--- src/design/caw_defs.vh ---
`ifndef CAW_DEFS_VH
`define CAW_DEFS_VH

// ----------------------------------------
// register byte offsets
// ----------------------------------------
`define CAW_ADR_CTL 8'h00
`define CAW_ADR_MODE 8'h04
`define CAW_ADR_CNTL 8'h08
`define CAW_ADR_CNTH 8'h0C
`define CAW_ADR_CPM 8'h20
`define CAW_ADR_CPL 8'h40
`define CAW_ADR_CPH 8'h60

// ----------------------------------------
// counter control register fields
// ----------------------------------------
`define CAW_CTL_OVF 7
`define CAW_CTL_RUN 6
`define CAW_CTL_WDEVT 4

// ----------------------------------------
// counter mode register fields
// ----------------------------------------
`define CAW_MD_IDLE 7
`define CAW_MD_WDEN 6
`define CAW_MD_WDLOCK 5
`define CAW_MD_SRC_HI 3
`define CAW_MD_SRC_LO 1
`define CAW_MD_OVFIE 0

// ----------------------------------------
// module mode register fields
// ----------------------------------------
`define CAW_CPM_WIDE 7
`define CAW_CPM_CMPEN 6
`define CAW_CPM_MATCH 3
`define CAW_CPM_TGL 2
`define CAW_CPM_PWM 1

// ----------------------------------------
// counter source codes
// ----------------------------------------
`define CAW_SRC_DIV12 3'h0
`define CAW_SRC_DIV4 3'h1
`define CAW_SRC_TMR0 3'h2
`define CAW_SRC_EXT 3'h3
`define CAW_SRC_SYS 3'h4
`define CAW_SRC_OSC8 3'h5

// ----------------------------------------
// reset values and divider counts
// ----------------------------------------
`define CAW_CPM_RST 8'h00
`define CAW_CPL_RST 8'h00
`define CAW_CPH_RST 8'h00
`define CAW_CNT_RST 16'h0000
`define CAW_SRC_RST 3'h0
`define CAW_DIV_SLOW 4'hC
`define CAW_DIV_FAST 4'h4
`define CAW_DIV_OSC 4'h8

`endif

--- src/design/caw_cmp.v ---
`timescale 1ns/1ps
`include "caw_defs.vh"

module caw_cmp (
  input wire i_clk,
  input wire i_rst_n,
  input wire i_step,
  input wire [15:0] i_cnt,
  input wire i_wd_mode,
  input wire i_mode_wr,
  input wire i_cpl_wr,
  input wire i_cph_wr,
  input wire [7:0] i_wdata,
  output wire [7:0] o_mode,
  output wire [7:0] o_cpl,
  output wire [7:0] o_cph,
  output wire o_pin,
  output wire o_match
);

  reg [7:0] mode_reg;
  reg [7:0] cpl_reg;
  reg [7:0] cph_reg;
  reg pin_reg;

  wire cmp_en = mode_reg[`CAW_CPM_CMPEN];
  wire pwm = mode_reg[`CAW_CPM_PWM];
  wire tgl_en = mode_reg[`CAW_CPM_TGL];
  wire wide = mode_reg[`CAW_CPM_WIDE];
  wire freq = cmp_en & tgl_en & pwm;
  wire pwm8 = cmp_en & pwm & !tgl_en & !wide;
  wire pwm16 = cmp_en & pwm & !tgl_en & wide;
  // step marks the first cycle of a new count, so a stalled counter never re-matches
  wire lo_hit = i_step & (cpl_reg == i_cnt[7:0]);
  wire wide_hit = i_step & ({cph_reg, cpl_reg} == i_cnt);
  wire wrap8 = i_step & (i_cnt[7:0] == 8'h00);
  wire wrap16 = i_step & (i_cnt == 16'h0000);

  assign o_mode = mode_reg;
  assign o_cpl = cpl_reg;
  assign o_cph = cph_reg;
  assign o_pin = pin_reg;
  assign o_match = cmp_en & mode_reg[`CAW_CPM_MATCH] & !i_wd_mode & ((freq | pwm8) ? lo_hit : wide_hit);

  always @(posedge i_clk)
  begin
    if (!i_rst_n)
    begin
      mode_reg <= `CAW_CPM_RST;
      cpl_reg <= `CAW_CPL_RST;
      cph_reg <= `CAW_CPH_RST;
      pin_reg <= 1'b0;
    end
    else
    begin
      if (i_mode_wr && !i_wd_mode)
        mode_reg <= i_wdata;
      if (i_cpl_wr)
      begin
        cpl_reg <= i_wdata;
        mode_reg[`CAW_CPM_CMPEN] <= 1'b0;
      end
      else if (i_cph_wr && i_wd_mode)
        cph_reg <= i_cnt[15:8] + cpl_reg;
      else if (i_cph_wr)
      begin
        cph_reg <= i_wdata;
        mode_reg[`CAW_CPM_CMPEN] <= 1'b1;
      end
      else if (freq && lo_hit)
        cpl_reg <= cpl_reg + cph_reg;
      else if (pwm8 && wrap8)
        cpl_reg <= cph_reg;
      if (i_wd_mode)
        pin_reg <= 1'b0;
      else if (pwm && !cmp_en)
        pin_reg <= 1'b0;
      else if (freq && lo_hit)
        pin_reg <= ~pin_reg;
      else if ((pwm8 && lo_hit) || (pwm16 && wide_hit))
        pin_reg <= 1'b1;
      else if ((pwm8 && wrap8) || (pwm16 && wrap16))
        pin_reg <= 1'b0;
    end
  end

endmodule

--- src/design/caw_top.v ---
// What this block does
// - Frequency mode: low-byte match toggles pin, then compare low gains compare high.
// - Compare high of zero acts as a 256-count half period.
// - Frequency mode needs compare, toggle and pulse enables all set.
// - 8-bit PWM: match drives pin high, low-byte overflow drives it low.
// - 8-bit PWM: low-byte wrap reloads compare low from compare high.
// - 8-bit PWM needs compare and pulse enables, wide select clear.
// - Compare low write clears compare enable; compare high write sets it.
// - Write low byte first; clearing compare enable holds PWM pin low.
// - 16-bit PWM: full match drives pin high, counter overflow drives low.
// - 16-bit PWM needs compare, pulse and wide select all set.
// - Watchdog on enable or lock uses module 4 update and offset bytes.
// - Watchdog forces counter on unless idle-suspended, freezes source, idle, counter bytes; blocks module 4 mode writes.
// - Watchdog ignores run writes for stopping; run reads only software value.
// - Update byte write loads counter high plus offset byte.
// - Reset when low byte overflows while update byte equals counter high.
// - Writing one to module 4 event flag forces watchdog reset.
// - Lock keeps watchdog on until reset; otherwise clearing enable disables.
// - Reset enables watchdog, selects divide by 12, clears low and offset.
// - Timeout is 256 times offset plus counts left to next overflow, in counter ticks.
// - Source select: /12, /4, timer 0, external falls, sysclk, osc /8.
// - Mode register writes change only the watchdog bits while the watchdog is on.
`timescale 1ns/1ps
`include "caw_defs.vh"

module caw_top #(
  parameter NMOD = 5
) (
  input wire I_CORE_CLK,
  input wire I_RST_N,
  input wire I_PSEL,
  input wire I_PENABLE,
  input wire I_PWRITE,
  input wire [7:0] I_PADDR,
  input wire [31:0] I_PWDATA,
  input wire I_CPU_IDLE,
  input wire I_TMR0_OVF,
  input wire I_EXT_INPUT,
  input wire I_EXT_OSC,
  output wire [31:0] O_PRDATA,
  output wire O_PREADY,
  output wire O_PSLVERR,
  output wire [NMOD-1:0] O_MODULE_OUTPUT_PIN,
  output wire O_WDT_RESET
);

  // ----------------------------------------
  // address decode
  // ----------------------------------------
  // returns the module index for a word in a five-word bank, or 7 if outside it
  function [2:0] caw_idx;
    input [7:0] addr;
    input [7:0] base;
    reg [7:0] off;
    begin
      off = addr - base;
      if (addr >= base && off[1:0] == 2'b00 && off[7:2] < NMOD)
        caw_idx = off[4:2];
      else
        caw_idx = 3'h7;
    end
  endfunction

  wire setup = I_PSEL & !I_PENABLE;
  wire acc = I_PSEL & I_PENABLE;
  wire wr = acc & I_PWRITE;
  wire rd_setup = setup & !I_PWRITE;
  wire [7:0] wdata = I_PWDATA[7:0];
  wire at_ctl = (I_PADDR == `CAW_ADR_CTL);
  wire at_mode = (I_PADDR == `CAW_ADR_MODE);
  wire at_cntl = (I_PADDR == `CAW_ADR_CNTL);
  wire at_cnth = (I_PADDR == `CAW_ADR_CNTH);
  wire [2:0] cpm_idx = caw_idx(I_PADDR, `CAW_ADR_CPM);
  wire [2:0] cpl_idx = caw_idx(I_PADDR, `CAW_ADR_CPL);
  wire [2:0] cph_idx = caw_idx(I_PADDR, `CAW_ADR_CPH);
  wire mapped = at_ctl | at_mode | at_cntl | at_cnth
    | (cpm_idx != 3'h7) | (cpl_idx != 3'h7) | (cph_idx != 3'h7);

  // ----------------------------------------
  // state
  // ----------------------------------------
  reg run_reg;
  reg ovf_flag_reg;
  reg [NMOD-1:0] evt_reg;
  reg [NMOD-1:0] evt_next;
  reg idle_sus_reg;
  reg wd_en_reg;
  reg wd_lock_reg;
  reg [2:0] src_reg;
  reg ovf_ie_reg;
  reg [15:0] cnt_reg;
  reg [7:0] snap_reg;
  reg step_reg;
  reg [3:0] div_slow_reg;
  reg [3:0] div_fast_reg;
  reg [3:0] div_osc_reg;
  reg [1:0] sync1_reg;
  reg [1:0] sync2_reg;
  reg [1:0] sync3_reg;
  reg [1:0] lvl_reg;
  reg wdt_rst_reg;
  reg [31:0] prdata_reg;
  reg pslverr_reg;
  reg tick;

  wire wd_on = wd_en_reg | wd_lock_reg;
  wire [7:0] mode_bus [0:NMOD-1];
  wire [7:0] cpl_bus [0:NMOD-1];
  wire [7:0] cph_bus [0:NMOD-1];
  wire [NMOD-1:0] match_vec;

  // ----------------------------------------
  // pin synchronisers
  // ----------------------------------------
  // bit 0 external count input, bit 1 external oscillator;
  // a level is taken only once stages two and three agree
  wire [1:0] agree = ~(sync2_reg ^ sync3_reg);
  wire ext_fall = agree[0] & lvl_reg[0] & !sync3_reg[0];
  wire osc_rise = agree[1] & !lvl_reg[1] & sync3_reg[1];

  always @(posedge I_CORE_CLK)
  begin
    if (!I_RST_N)
    begin
      sync1_reg <= 2'h0;
      sync2_reg <= 2'h0;
      sync3_reg <= 2'h0;
      lvl_reg <= 2'h0;
    end
    else
    begin
      sync1_reg <= {I_EXT_OSC, I_EXT_INPUT};
      sync2_reg <= sync1_reg;
      sync3_reg <= sync2_reg;
      // level resets low: an idle-high count pin first shows a rise, never a counted fall
      lvl_reg <= (agree & sync3_reg) | (~agree & lvl_reg);
    end
  end

  // ----------------------------------------
  // timebase
  // ----------------------------------------
  // dividers run freely so a source change never waits on a stale count
  wire slow_tc = (div_slow_reg == `CAW_DIV_SLOW - 4'h1);
  wire fast_tc = (div_fast_reg == `CAW_DIV_FAST - 4'h1);
  wire osc_tc = osc_rise & (div_osc_reg == `CAW_DIV_OSC - 4'h1);

  always @(posedge I_CORE_CLK)
  begin
    if (!I_RST_N)
    begin
      div_slow_reg <= 4'h0;
      div_fast_reg <= 4'h0;
      div_osc_reg <= 4'h0;
    end
    else
    begin
      div_slow_reg <= slow_tc ? 4'h0 : div_slow_reg + 4'h1;
      div_fast_reg <= fast_tc ? 4'h0 : div_fast_reg + 4'h1;
      // oscillator divider moves only on agreed rising edges of its pin
      if (osc_rise)
        div_osc_reg <= osc_tc ? 4'h0 : div_osc_reg + 4'h1;
    end
  end

  always @*
  begin
    case (src_reg)
      `CAW_SRC_DIV12: tick = slow_tc;
      `CAW_SRC_DIV4: tick = fast_tc;
      `CAW_SRC_TMR0: tick = I_TMR0_OVF;
      `CAW_SRC_EXT: tick = ext_fall;
      `CAW_SRC_SYS: tick = 1'b1;
      `CAW_SRC_OSC8: tick = osc_tc;
      // codes 6 and 7 are reserved and leave the counter without a clock
      default: tick = 1'b0;
    endcase
  end

  // ----------------------------------------
  // counter
  // ----------------------------------------
  // suspend in idle only when software asked for it
  wire cnt_en = (run_reg | wd_on) & !(idle_sus_reg & I_CPU_IDLE);
  wire adv = tick & cnt_en;
  wire lo_ovf = adv & (cnt_reg[7:0] == 8'hFF);
  // a match alone is harmless; the request waits for the low byte to roll over
  wire wd_hit = wd_on & lo_ovf & (cph_bus[4] == cnt_reg[15:8]);
  // forced reset shares the request flop, so it is one cycle long as well
  wire wd_force = wd_on & wr & at_ctl & wdata[`CAW_CTL_WDEVT];

  always @(posedge I_CORE_CLK)
  begin
    if (!I_RST_N)
    begin
      cnt_reg <= `CAW_CNT_RST;
      step_reg <= 1'b0;
      snap_reg <= 8'h00;
      wdt_rst_reg <= 1'b0;
    end
    else
    begin
      step_reg <= adv;
      wdt_rst_reg <= wd_hit | wd_force;
      // taken with the low byte read data, so a carry between the two reads cannot tear the pair
      if (rd_setup && at_cntl)
        snap_reg <= cnt_reg[15:8];
      // a write beats a tick in the same cycle, so software reads back what it wrote
      if (wr && at_cntl && !wd_on)
        cnt_reg[7:0] <= wdata;
      else if (wr && at_cnth && !wd_on)
        cnt_reg[15:8] <= wdata;
      else if (adv)
        cnt_reg <= cnt_reg + 16'h0001;
    end
  end

  // ----------------------------------------
  // control and mode registers
  // ----------------------------------------
  always @*
  begin
    // a written zero clears an event flag, a written one leaves it
    evt_next = evt_reg;
    if (wr && at_ctl)
      evt_next = evt_reg & wdata[NMOD-1:0];
    // a match in the clearing cycle survives the clear
    evt_next = evt_next | match_vec;
  end

  always @(posedge I_CORE_CLK)
  begin
    if (!I_RST_N)
    begin
      run_reg <= 1'b0;
      ovf_flag_reg <= 1'b0;
      evt_reg <= {NMOD{1'b0}};
      idle_sus_reg <= 1'b0;
      wd_en_reg <= 1'b1;
      wd_lock_reg <= 1'b0;
      src_reg <= `CAW_SRC_RST;
      ovf_ie_reg <= 1'b0;
    end
    else
    begin
      evt_reg <= evt_next;
      if (adv && cnt_reg == 16'hFFFF)
        ovf_flag_reg <= 1'b1;
      else if (wr && at_ctl && !wdata[`CAW_CTL_OVF])
        ovf_flag_reg <= 1'b0;
      // the watchdog keeps the counter going itself, so run holds only what software wrote
      if (wr && at_ctl)
        run_reg <= wdata[`CAW_CTL_RUN];
      if (wr && at_mode)
      begin
        if (wd_on)
        begin
          // only the watchdog bits react; the rest stays frozen
          if (!wd_lock_reg)
            wd_en_reg <= wdata[`CAW_MD_WDEN];
          wd_lock_reg <= wd_lock_reg | wdata[`CAW_MD_WDLOCK];
        end
        else
        begin
          idle_sus_reg <= wdata[`CAW_MD_IDLE];
          wd_en_reg <= wdata[`CAW_MD_WDEN];
          wd_lock_reg <= wdata[`CAW_MD_WDLOCK];
          src_reg <= wdata[`CAW_MD_SRC_HI:`CAW_MD_SRC_LO];
          ovf_ie_reg <= wdata[`CAW_MD_OVFIE];
        end
      end
    end
  end

  // ----------------------------------------
  // compare modules
  // ----------------------------------------
  genvar g;
  generate
    for (g = 0; g < NMOD; g = g + 1)
    begin : gen_mod
      // only module 4 can host the watchdog
      wire wd_mode = (g == 4) && wd_on;
      caw_cmp u_cmp (
        .i_clk(I_CORE_CLK),
        .i_rst_n(I_RST_N),
        .i_step(step_reg),
        .i_cnt(cnt_reg),
        .i_wd_mode(wd_mode),
        .i_mode_wr(wr && cpm_idx == g),
        .i_cpl_wr(wr && cpl_idx == g),
        .i_cph_wr(wr && cph_idx == g),
        .i_wdata(wdata),
        .o_mode(mode_bus[g]),
        .o_cpl(cpl_bus[g]),
        .o_cph(cph_bus[g]),
        .o_pin(O_MODULE_OUTPUT_PIN[g]),
        .o_match(match_vec[g])
      );
    end
  endgenerate

  // ----------------------------------------
  // apb read path
  // ----------------------------------------
  // read data is registered in the setup cycle, so the access phase needs no wait state
  always @(posedge I_CORE_CLK)
  begin
    if (!I_RST_N)
    begin
      prdata_reg <= 32'h00000000;
      pslverr_reg <= 1'b0;
    end
    else if (setup)
    begin
      pslverr_reg <= !mapped;
      prdata_reg <= 32'h00000000;
      if (at_ctl)
        prdata_reg[7:0] <= {ovf_flag_reg, run_reg, {(6-NMOD){1'b0}}, evt_reg};
      else if (at_mode)
        prdata_reg[7:0] <= {idle_sus_reg, wd_en_reg, wd_lock_reg, 1'b0, src_reg, ovf_ie_reg};
      else if (at_cntl)
        prdata_reg[7:0] <= cnt_reg[7:0];
      else if (at_cnth)
        prdata_reg[7:0] <= snap_reg;
      else if (cpm_idx != 3'h7)
        prdata_reg[7:0] <= mode_bus[cpm_idx];
      else if (cpl_idx != 3'h7)
        prdata_reg[7:0] <= cpl_bus[cpl_idx];
      else if (cph_idx != 3'h7)
        prdata_reg[7:0] <= cph_bus[cph_idx];
    end
  end

  assign O_PRDATA = prdata_reg;
  assign O_PREADY = 1'b1;
  // error shows only in the access phase, where the master samples it
  assign O_PSLVERR = pslverr_reg & acc;
  assign O_WDT_RESET = wdt_rst_reg;

endmodule
--- config.mk ---
export PLATFORM = sky130hd
export DESIGN_NAME = caw_top
export DESIGN_NICKNAME = d
export VERILOG_FILES = /design/src/design/caw_cmp.v /design/src/design/caw_top.v
export VERILOG_INCLUDE_DIRS = /design/src /design/src/design
export SDC_FILE = /design/constraint.sdc
export NUM_CORES = 1
export LEC_CHECK = 0
export BUFFER_PORTS_ARGS = -buffer_cell sky130_fd_sc_hd__buf_4
export CAP_MARGIN = 0
export CORE_MARGIN = 1
export CORE_UTILIZATION = 42
export CTS_CLUSTER_SIZE = 20
export DETAILED_ROUTE_END_ITERATION = 10
export PLACE_DENSITY = 0.58
export SYNTH_ARGS = -nofsm -noshare
export SYNTH_HDL_FRONTEND = slang
export SYNTH_SLANG_ARGS = --single-unit
--- constraint.sdc ---
create_clock -name I_CORE_CLK -period 3.6 [get_ports I_CORE_CLK]
set_input_delay 0.72 -clock I_CORE_CLK [delete_from_list [all_inputs] [get_ports I_CORE_CLK]]
set_output_delay 0.72 -clock I_CORE_CLK [all_outputs]
set_load 0.05 [all_outputs]
After elaboration in Yosys (flattened, before gate mapping). Cells that the tools add are included.

Register bits after elaboration: 194. Bits of input ports: 49. Output and inout port bits: 40. Word-level logic and storage cells: 461.

$add $sub $neg: 13. Magnitude comparators: 9. Equality and inequality tests: 47. Mux-type cells: 85. Bitwise operators: 111. Reduce and logical (&&, ||, !) cells: 149.

Operators with widths (number): 8-bit two-way mux (39); 16-bit == test (5); 1-bit bitwise AND (72); 8-bit binary-select mux with 3-bit select (3); 1-bit logical AND (62); 8-bit adder (6); 8-bit == test (6); 7-bit two-way mux (5); 1-bit two-way mux (31); 3-bit nonzero test (10); 2-bit AND reduction (13); 3-bit by 2-bit == test with 1-bit output, second input constant (8); 1-bit logical NOT (23); 2-bit OR reduction (11); 6-bit by 3-bit < comparator with 1-bit output, second input constant (3); 16-bit by 1-bit adder with 16-bit output, second input constant (1); 16-bit == test, second input constant (1); 8-bit by 4-bit == test with 1-bit output, second input constant (2); 8-bit by 7-bit greater-or-equal comparator with 1-bit output, second input constant (2); 16-bit logical NOT (1); 8-bit logical NOT (2); 16-bit two-way mux (1); 2-bit nonzero test (8); 8-bit by 7-bit subtractor with 8-bit output, second input constant (2); 32 further kinds (97).

Logic depth before layout (Yosys ltp). Gate-level depths: netlist of run 1.

Depth after elaboration: 16. Mapped depth: 11. Depth with buffers taken out: 10.

Modules after synthesis. A second synthesis of run 1 with hierarchy kept.

Cell total of the unflattened synthesis: 1850. Area total of the unflattened synthesis: 15557.4 µm².

By module, submodules not included: caw_cmp (times used 5, cells each 243, area an instance 2058.2 µm²); caw_top (times used 1, cells each 635, area an instance 5266.3 µm²).

Worst setup path after synthesis of run 1. No wires, ideal clock.

Path kind: input-to-reg. From: input I_PADDR[5]. To: register gen_mod[4].u_cmp.cpl_reg[7]. Setup time: 0.117 ns. Arrival time: 2.729 ns. Setup slack: 0.754 ns. Stages: 10. Buffers on the path: 3. Cells stage by stage: buf_2 or3b_2 a2111oi_2 nor2b_1 buf_4 nand2_1 o21a_1 buf_2 o211a_1 o2bb2ai_1.

Word-level cells in the longest chain between the ends: 9. Elaborated cells between the ends (all ways): 22. Classes of those cells: 2 x add/sub; 4 x order compare; 4 x eq/ne; 3 x mux; 9 x reduce/logical.

Ends and longest elaborated chain: start, declared (line caw_top.v:34) `input wire [7:0] I_PADDR,`; 8-bit by 7-bit subtractor with 8-bit output or 8-bit by 7-bit greater-or-equal comparator with 1-bit output (tied branches) (line caw_top.v:56, caw_top.v:57); 6-bit by 3-bit < comparator with 1-bit output or 1-bit logical AND (tied branches) (line caw_top.v:57) `if (addr >= base && off[1:0] == 2'b00 && off[7:2] < NMOD)`; 1-bit logical AND (line caw_top.v:57); 3-bit two-way mux (line caw_top.v:57); 3-bit == test (line caw_top.v:292) `.i_cph_wr(wr && cph_idx == g),`; 1-bit logical AND (line caw_top.v:292); 1-bit logical AND (line caw_cmp.v:63) `else if (i_cph_wr && i_wd_mode)`; 2-bit by 1-bit != test with 1-bit output (no source line); 3-bit AND reduction (no source line); end signal, assigned (line caw_cmp.v:60) `cpl_reg <= i_wdata;`; end signal, assigned (line caw_cmp.v:71) `cpl_reg <= cpl_reg + cph_reg;`; end signal, assigned (line caw_cmp.v:73) `cpl_reg <= cph_reg;`; end, declared (line caw_cmp.v:22) `reg [7:0] cpl_reg;`.

Several ways; a longest one is shown, not always the timed one. A chain may end at the register's enable or synchronous reset.

Worst setup path in the final report of run 1.
From: register cnt_reg[3]. To: register gen_mod[2].u_cmp.cpl_reg[3].

Word-level cells in the longest chain between the ends: 6. Elaborated cells between the ends (all ways): 11. Classes of those cells: 1 x eq/ne; 3 x mux; 2 x bitwise; 5 x reduce/logical.

Ends and longest elaborated chain: start, declared (line caw_top.v:91) `reg [15:0] cnt_reg;`; start signal, assigned (line caw_top.v:196) `` cnt_reg <= `CAW_CNT_RST; ``; start signal, assigned (line caw_top.v:210) `cnt_reg[7:0] <= wdata;`; start signal, assigned (line caw_top.v:214) `cnt_reg <= cnt_reg + 16'h0001;`; 8-bit == test (line caw_cmp.v:34) `wire lo_hit = i_step & (cpl_reg == i_cnt[7:0]);`; 1-bit bitwise AND (line caw_cmp.v:34); 1-bit logical AND (line caw_cmp.v:70) `else if (freq && lo_hit)`; 8-bit two-way mux (line caw_cmp.v:70); 8-bit two-way mux (line caw_cmp.v:65) `else if (i_cph_wr)`; 8-bit two-way mux (line caw_cmp.v:58) `if (i_cpl_wr)`; end signal, assigned (line caw_cmp.v:60); end signal, assigned (line caw_cmp.v:71); end signal, assigned (line caw_cmp.v:73); end, declared (line caw_cmp.v:22).

Several ways; a longest one is shown, not always the timed one. The select of a mux whose other input is x is not followed.

==> metrics, run 1 <==
largest net degree at the start of global routing 80; drt first pass iters 5; Root Driver clkbuf_16; Worst slew margin 39.5%; Lkg Pwr 5.57 nW; crit path launch type flip-flop; Die W 181 microns; pwr dens 301 nW/um^2; DRT iter0 DRCs 1,197; postcts setup bufs 0; VDD IR max 0.340 mV; htree depth 4; RSZ-0062 raised after global routing no; sequential cell area 3880 sq um; proportion of layout cells with a drive suffix above 1 11.1%; fin. max-slew vios 0; Nets 1,852; CP Max Fanout 13; WP data arrival 3.46 ns; post-DP HPWL 36,500 microns; synthesized area per cell 7.78 sq um; Hold Path Class flip-flop to flip-flop; ANT cells 0; PortBufs 39; clock sink count 194; GRT Resource Usage Total 30.8%; Final period util 85.3%; Yosys warning count 0; reg2reg setup slack 0.53 ns; maxcap violations 0; Worst Path Class, Setup flip-flop to flip-flop; die footprint 32,900 sq um; Synth cell types 83; share of Yosys cell area claimed by the top area cell type 28.7%; clk buf depth 2; multi-input logic area 8930 sq um; Vias per Instance 6.08; Hold EP sync2_reg[0]$_SDFF_PN0_; GPL Wtd Cong 1.02; required time worst endpoint 3.99 ns; Fmax 326 MHz; Max Clock Skew 0.0202 ns; Placeable Area 31,600 sq um; Post-Syn Area 13,500 sq um; IO Count 89; number of global-route vias before repair 12,200; Post-route DRC 0; Async SR Flop Fraction 0%; Total Power 4.49 mW; FF-to-FF Start cnt_reg[3]$_SDFFE_PN0P_; Hold Path Depth 1; WL per Instance 23.3 microns; # fillers 3,102; min-delay src sync1_reg[0]$_SDFF_PN0_; synthesized instance count 1,737; non-filler instance count after layout 2,163; remaining global-route overflow 0; Vias 13,100; setup_tns 0 ns; height of the chip 181 microns; FF+latch count, synth 194; EDFF count, synth 0; outcome finished, final reports clean; final hold violations 0; Post-Place Cells 2,131; reg2reg end gen_mod[2].u_cmp.o_cpl[3]$_SDFFE_PN0P_; antenna-violating nets left 0; fin crit period 3.07 ns; clk slew on worst S/H paths 0.08 ns; Seq/Total Area, Yosys 28.7%; worst-case hold slack 0.433 ns; CTS resizes 0; first-pass GRT wire length 76,100 microns; Synth Flop Type dfxtp_1; Clock Latency Late Sink 0.47 ns; Worst Tran Pin Value 0.908 ns; R2R depth 8; Synth area leaders dfxtp_1 (29%), nand2_1 (7.8%), a21oi_1 (5.7%), mux2i_1 (4.6%), ha_1 (4.5%); Num CTS Buffers 17; cell taking the most area after synthesis dfxtp_1; drt total wl 50,400 microns; initial antenna violation count 0; Setup Viol. Count Final 0; Initial Utilization 42.7%; cts hold-fix bufs 0; Rows 65; CTS tree built; endpoint type of the worst setup path flip-flop; Area Growth Syn to Fin 10.2%
[how the worst max path moves through the flow]
stage                     depth (start not counted)               startpoint  slack, ns                                       to
after floorplan                                  10               I_PADDR[5]       0.75   gen_mod[4].u_cmp.o_cpl[7]$_SDFFE_PN0P_
after global placement                            9               I_PADDR[3]       0.38   gen_mod[3].u_cmp.o_cpl[5]$_SDFFE_PN0P_
after detailed placement                          9               I_PADDR[5]       0.34  gen_mod[3].u_cmp.o_mode[6]$_SDFFE_PP0P_
after CTS                                         7  cnt_reg[3]$_SDFFE_PN0P_       0.58   gen_mod[1].u_cmp.o_cpl[4]$_SDFFE_PN0P_
after global routing                              7  cnt_reg[3]$_SDFFE_PN0P_       0.36   gen_mod[2].u_cmp.o_cpl[6]$_SDFFE_PN0P_
final                                             8  cnt_reg[3]$_SDFFE_PN0P_       0.53   gen_mod[2].u_cmp.o_cpl[3]$_SDFFE_PN0P_
[synth_stat cells (13+ instances only)]
master / n
nor4_1: 32
inv_1: 37
nand2b_1: 23
nor2_1: 117
nand3_1: 43
nor2b_1: 27
and3_1: 15
a211oi_1: 19
o22ai_1: 37
clkbuf_1: 81
dfxtp_1: 194
o21a_1: 13
xor2_1: 49
a21oi_1: 153
xnor2_1: 69
buf_4: 31
nand2_1: 281
nor3_1: 41
o21ai_0: 70
mux2i_1: 62
nand4_1: 18
mux4_2: 14
buf_2: 15
ha_1: 49
and2_1: 19
[layout make-up]
cell class | count | area share [%]
clock inverters | 12 | 0.932
multi-input cells | 1388 | 60.0
repair buffers | 109 | 5.66
inverters | 38 | 0.974
well taps | 402 | 3.38
clock buffers | 20 | 3.00
flip-flops and latches | 194 | 26.1
[routing by layer]
layer | GRT usage, % | routed length, microns | up-vias
met4 | 16.4 | 2470 | 0
met3 | 4.83 | 3180 | 120
met1 | 40.2 | 22100 | 6290
met2 | 48.9 | 22700 | 534
li1 | - | - | 6198
met5 | 0 | 0 | -
[critical path: stages, from the launching register on]
cell and delay (ns):
dfxtp_1 0.61, nor4_1 0.36, nand4_1 0.38, buf_4 0.31, nor4_1 0.32, nor3_1 0.11, nor2_2 0.39, nand2_1 0.26
o22ai_1 0.23
[kinds of logic (layout without fill, tap and decap cells)]
family                     Yosys count  count (layout)  synth area share (%)
AOI/OAI and AO/OA                  418             418                  19.6
DFF                                194             194                  28.7
xor gates and xnor gates           118             118                  7.65
muxes                               83              83                  7.51
other                                2              25                0.0556
and+or+nand+nor                    689             689                  25.0
adders and majority gates           55              55                  5.42
buffers and inverters              178             179                  6.00
[per-stage QoR]
stage | util, % | cell area [sq um] | worst slack [ns]
detailed placement | 45.2 | 14300 | 0.337
global placement | 45.2 | 14300 | 0.381
floorplan | - | 13600 | 0.754
global route | 47.1 | 14900 | 0.361
CTS | 47.1 | 14900 | 0.575
finish | 47.1 | 14900 | 0.529
[power by group]
group | switching, mW | leakage (nW) | internal (mW) | total, mW
clock | 0.969 | 0.281 | 1.00 | 1.97
combinational | 0.274 | 3.72 | 0.0818 | 0.356
sequential | 0.00776 | 1.56 | 2.15 | 2.16
total | 1.25 | 5.57 | 3.24 | 4.49
[layout by cell type (no fill, tap or decap), types with 18 or more instances in the layout]
cell      netlist  final
nor4_1         32     29
mux2i_1        62     62
nand3_1        43     43
and2_1         19     19
o21ai_0        70     70
nand2_1       281    281
nand2b_1       23     23
conb_1          2     25
o22ai_1        37     37
nor2b_1        27     27
xor2_1         49     49
nand4_1        18     18
nor3_1         41     41
xnor2_1        69     69
dfxtp_1       194    194
buf_4          31    107
a211oi_1       19     19
inv_1          37     36
a21oi_1       153    153
ha_1           49     49
nor2_1        117    117
(Power assumes the default switching activity.)
==> run 2, diff against run 1 <==
CORE_UTILIZATION = 40   (was 42)
PLACE_DENSITY = 0.56   (was 0.58)
==> metrics, run 2 (same netlist as run 1, synthesis figures left out) <==
outcome finished, final reports clean; CTS tree built; final hold violations 0 (unchanged); remaining global-route overflow 0 (unchanged); Placeable Area 32,900 sq um (+3.9%); Worst slew margin 31.6% (-7.8 points); GPL Wtd Cong 0.990 (-3.2%); CP Max Fanout 10 (-3); PortBufs 39 (unchanged); setup_tns 0 ns (unchanged); postcts setup bufs 0 (unchanged); Hold EP sync2_reg[0]$_SDFF_PN0_; Num CTS Buffers 17 (unchanged); Vias 13,200 (+0.52%); htree depth 4 (unchanged); Worst Tran Pin Value 1.02 ns (+0.116 ns); min-delay src sync1_reg[0]$_SDFF_PN0_; Die W 186 microns (+2.4%); required time worst endpoint 3.95 ns (-0.04 ns); Vias per Instance 5.97 (-1.7%); fin. max-slew vios 0 (unchanged); FF-to-FF Start cnt_reg[7]$_SDFFE_PN0P_; number of global-route vias before repair 12,300 (+0.89%); height of the chip 186 microns (+2.4%); Lkg Pwr 5.60 nW (+0.67%); maxcap violations 0 (unchanged); combinational share of power 8.0% (about the same); cts hold-fix bufs 0 (unchanged); Area Growth Syn to Fin 10.9%; CTS resizes 0 (unchanged); Max Clock Skew 0.0150 ns (-0.00519 ns); P_int 3.30 mW (+1.9%); Worst Path Class, Setup flip-flop to flip-flop; Clock Latency Late Sink 0.46 ns (about the same); Final period util 86.7% (+1.4 points); WP data arrival 3.47 ns (about the same); drt first pass iters 6 (+1); drt total wl 51,700 microns (+2.6%); Root Driver clkbuf_16; NetSw 1.19 mW (-4.5%); GRT Resource Usage Total 30.5% (-0.28 points); Sw Ratio 26.6% (-1.3 points); clock sink count 194 (unchanged); commonest non-fill, non-tap cell in the layout nand2_1; R2R depth 7 (-1); most frequent cells in the layout nand2_1 (281), dfxtp_1 (194), a21oi_1 (153), nor2_1 (117), buf_4 (115); crit path launch type flip-flop; non-filler instance count after layout 2,211 (+2.2%); pwr dens 300 nW/um^2 (-0.51%); Placed Area 14,400 sq um (+0.63%); Clk pwr share 43.9% (about the same); Rows 66 (+1.5%); initial antenna violation count 1 (+1); Initial Utilization 41.1% (-1.6 points); Nets 1,859 (+0.38%); proportion of layout cells with a drive suffix above 1 11.5% (+0.41 points); DRT iter0 DRCs 1,333 (+11%); Fmax 320 MHz (-1.6%); fin area 15,000 sq um (+0.62%); fin crit period 3.12 ns (+0.0502 ns); clk buf depth 2 (unchanged); Hold Path Class flip-flop to flip-flop; IO Count 89 (unchanged); Post-route DRC 0 (unchanged); largest net degree at the start of global routing 60 (-25%); WL per Instance 23.4 microns (+0.36%); endpoint type of the worst setup path flip-flop; # fillers 3,323 (+7.1%); Post-Place Cells 2,178 (+2.2%); Setup Viol. Count Final 0 (unchanged); Seq pwr share 48.1% (about the same); VDD IR max 0.360 mV (+5.7%); reg2reg setup slack 0.48 ns (-0.05 ns); Hold Path Depth 1 (unchanged); post-DP HPWL 37,300 microns (+2.1%); first-pass GRT wire length 77,800 microns (+2.2%); reg2reg end gen_mod[1].u_cmp.o_cpl[2]$_SDFFE_PN0P_; antenna-violating nets left 0 (unchanged); die footprint 34,500 sq um (+4.9%); RSZ-0062 raised after global routing no; clk slew on worst S/H paths 0.07 ns (about the same)
## run 2: changes by cell type in the layout (fill, tap and decap cells not counted), moves of 2 or more
cell      change
inv_8         -2
clkinv_2      +5
buf_4         +8
inv_6         -2
## run 2: through the flow
stage	power (mW)	setup slack, ns	utilization (%)	hold slack, ns
finish	4.50	0.479	45.6	0.437
floorplan	2.46	0.754	-	0.412
CTS	4.53	0.581	45.6	0.437
global route	4.63	0.259	45.6	0.464
global placement	2.57	0.170	43.8	0.413
detailed placement	2.57	0.214	43.8	0.421
## run 2: metal layers
layer | GRT usage, % | wire, microns
met5 | 0 | 0
met4 | 12.9 | 2160
met3 | 5.17 | 3530
met2 | 49.6 | 23900
met1 | 39.8 | 22200
## run 2: cell type report
cell class,count,area (sq um),share of cell area (%)
multi-input combinational,1388,8930,59.6
sequential,194,3880,25.9
timing repair buffer,116,883,5.89
tap,442,553,3.69
clock buffer,20,457,3.05
inverter,38,145,0.968
clock inverter,12,129,0.860
antenna,1,2.50,0.0167
## run 2: worst max-delay path: stages, from the launching register on
cell and delay [ns]:
dfxtp_1 0.45, nor4_1 0.34, nand4_1 0.50, nor4_1 0.52
nor3_1 0.10, nor2_2 0.41, nand2_1 0.33, o32ai_1 0.35
## run 2: power groups by stage
stage | clock network (mW) | logic [mW] | registers [mW]
after floorplan | 0 | 0.238 | 2.22
after detailed placement | 0 | 0.352 | 2.21
final | 1.97 | 0.359 | 2.16
after global routing | 2.09 | 0.375 | 2.16
after global placement | 0 | 0.352 | 2.21
after CTS | 2.01 | 0.353 | 2.16
## run 2: worst max path at each step
stage                                  startpoint                                     end  slack (ns)  cells after the start
after global routing      cnt_reg[7]$_SDFFE_PN0P_  gen_mod[1].u_cmp.o_cpl[5]$_SDFFE_PN0P_        0.26                      7
after global placement                 I_PADDR[5]  gen_mod[2].u_cmp.o_cpl[3]$_SDFFE_PN0P_        0.17                      8
after CTS                 cnt_reg[7]$_SDFFE_PN0P_  gen_mod[1].u_cmp.o_cpl[5]$_SDFFE_PN0P_        0.58                      7
after detailed placement               I_PADDR[5]  gen_mod[2].u_cmp.o_cpl[4]$_SDFFE_PN0P_        0.21                      8
final                     cnt_reg[7]$_SDFFE_PN0P_  gen_mod[1].u_cmp.o_cpl[2]$_SDFFE_PN0P_        0.48                      7
after floorplan                        I_PADDR[5]  gen_mod[4].u_cmp.o_cpl[7]$_SDFFE_PN0P_        0.75                     10
==> run 3, diff against run 2 <==
PLACE_DENSITY = 0.58   (was 0.56)
clock period = 2.5 ns   (was 3.6 ns; I/O delays follow)
==> metrics, run 3 (same netlist as run 1, synthesis figures left out) <==
outcome finished, final reports clean; fin. max-slew vios 0 (unchanged); commonest non-fill, non-tap cell in the layout nand2_1; most frequent cells in the layout nand2_1 (280), buf_4 (262), dfxtp_1 (184), a21oi_1 (153), nor2_1 (117); htree depth 4 (unchanged); Max Clock Skew 0.0179 ns (+0.00297 ns); remaining global-route overflow 0 (unchanged); Hold EP sync1_reg[0]$_SDFF_PN0_; Final period util 97.6% (+11 points); reg2reg setup slack 0.06 ns (-0.42 ns); Area Growth Syn to Fin 20.8%; Root Driver clkbuf_16; CP Max Fanout 7 (-3); Seq pwr share 47.7% (-0.4 points); Clock Latency Late Sink 0.46 ns (about the same); Worst Tran Pin Value 0.572 ns (-0.452 ns); endpoint type of the worst setup path flip-flop; fin util 49.7% (+4.1 points); die footprint 34,500 sq um (unchanged); reg2reg end gen_mod[0].u_cmp.o_cpl[5]$_SDFFE_PN0P_; R2R depth 8 (+1); WL per Instance 22.8 microns (-2.6%); fin crit period 2.44 ns (-0.682 ns); CTS tree built; required time worst endpoint 2.86 ns (-1.09 ns); IO Count 89 (unchanged); Rows 66 (unchanged); Stages on worst setup path 8 (+1); Hold Path Depth 2 (+1); clk buf depth 2 (unchanged); maxcap violations 0 (unchanged); crit-path max cell delay 0.55 ns (+0.03 ns); P_int 4.79 mW (+45%); Top delay family on crit path simple AND/OR/NAND/NOR gates; critical path buffer and inverter count 2 (+2); initial antenna violation count 1 (unchanged); DRT iter0 DRCs 1,486 (+11%); NetSw 1.74 mW (+46%); VDD IR max 0.479 mV (+33%); RSZ-0062 raised after global routing no; Fmax 410 MHz (+28%); crit path launch cnt_reg[6]$_SDFFE_PN0P_; GRT Resource Usage Total 31.6% (+1.0 points); PortBufs 39 (unchanged); first-pass GRT wire length 80,400 microns (+3.4%); FF-to-FF Start cnt_reg[6]$_SDFFE_PN0P_; worst-case hold slack 0.258 ns (-0.180 ns); largest net degree at the start of global routing 45 (-25%); proportion of layout cells with a drive suffix above 1 19.7% (+8.2 points); WP data arrival 2.80 ns (-0.67 ns); Nets 2,011 (+8.2%); Cell Chain, Critical Path buf_4, nor2_1, nand4_1, buf_4, or4_1, a31oi_4, nand2_2, o32ai_1; Worst slew margin 60.9% (+29 points); clk slew on worst S/H paths 0.07 ns (about the same); cts hold-fix bufs 0 (unchanged); postcts setup bufs 0 (unchanged); final hold violations 0 (unchanged); Initial Utilization 41.1% (unchanged); crit path launch type flip-flop; # fillers 3,283 (-1.2%); Worst Path Class, Setup flip-flop to flip-flop; Top cell by count, worst path buf_4; min-delay src I_EXT_INPUT; drt first pass iters 6 (unchanged); setup_tns 0 ns (unchanged); number of global-route vias before repair 13,100 (+6.8%); Vias 14,000 (+5.8%); Post-route DRC 0 (unchanged); height of the chip 186 microns (unchanged); Setup Viol. Count Final 0 (unchanged); clock sink count 194 (unchanged); Sw Ratio 26.6% (+0.075 points); ANT cells 0 (-1); antenna-violating nets left 0 (unchanged); CP max stage cell or4_1; GPL Wtd Cong 1.08 (+8.6%); pwr dens 400 nW/um^2 (+33%); combinational share of power 8.8% (+0.8 points); Vias per Instance 5.92 (-0.96%); Hold Path Class primary input to flip-flop; Die W 186 microns (unchanged); post-DP HPWL 40,700 microns (+9.1%); Placeable Area 32,900 sq um (unchanged); Clk pwr share 43.5% (-0.4 points); Num CTS Buffers 17 (unchanged); drt total wl 53,900 microns (+4.1%); Lkg Pwr 6.44 nW (+15%)
[run 3: cell count changes in the layout (fill, tap and decap cells not counted), sizes merged]
cell    change
clkinv      +1
diode       -1
inv         -1
buf       +152
[run 3: worst max path at each step]
stage,endpoint,slack [ns]
2_1_floorplan,snap_reg[5]$_SDFFE_PN0P_,-0.04
3_3_place_gp,O_PRDATA[2]$_SDFFE_PN0P_,-0.26
3_5_place_dp,O_PRDATA[7]$_SDFFE_PN0P_,-0.23
4_1_cts,gen_mod[2].u_cmp.o_cpl[7]$_SDFFE_PN0P_,0.005
5_1_grt,gen_mod[1].u_cmp.o_cpl[7]$_SDFFE_PN0P_,0.005
6_report,gen_mod[0].u_cmp.o_cpl[5]$_SDFFE_PN0P_,0.06
[run 3: layout make-up]
class / count / area, sq um / share of cell area (%)
clock buffers: 20 / 457 / 2.80
multi-input cells: 1388 / 9070 / 55.5
flip-flops and latches: 194 / 3900 / 23.9
inverters: 38 / 145 / 0.889
clock inverters: 12 / 130 / 0.797
repair buffers: 268 / 2080 / 12.7
well taps: 442 / 553 / 3.39
[run 3: through the flow]
stage	setup slack (ns)	std cells	area [sq um]	power [mW]
after floorplan	-0.0400	1760	13700	3.54
after global placement	-0.259	2330	15600	3.75
after detailed placement	-0.231	2330	15600	3.75
after CTS	0.00516	2362	16200	6.57
after global routing	0.00489	2362	16300	6.70
final	0.0606	2362	16300	6.53
[run 3: what timing repair did]
action                     4_1_cts  5_1_grt
setup endpoints to repair        1       35
pin swaps                        0        3
gates resized for setup          1       21
[run 3: power by group through the flow]
stage	registers (mW)	clock network (mW)	logic [mW]
after floorplan	3.19	0	0.348
after global placement	3.19	0	0.559
after detailed placement	3.19	0	0.561
after CTS	3.12	2.89	0.563
after global routing	3.12	2.99	0.595
final	3.12	2.84	0.574
[run 3: per-layer routing]
layer | wire length [microns] | share of wire (%) | vias up | GRT usage (%)
met3 | 3940 | 7.3 | 140 | 5.15
li1 | - | - | 6518 | -
met5 | 0 | 0 | - | 0
met2 | 24600 | 46 | 614 | 51.0
met1 | 22900 | 43 | 6705 | 41.0
met4 | 2360 | 4.4 | 0 | 14.9
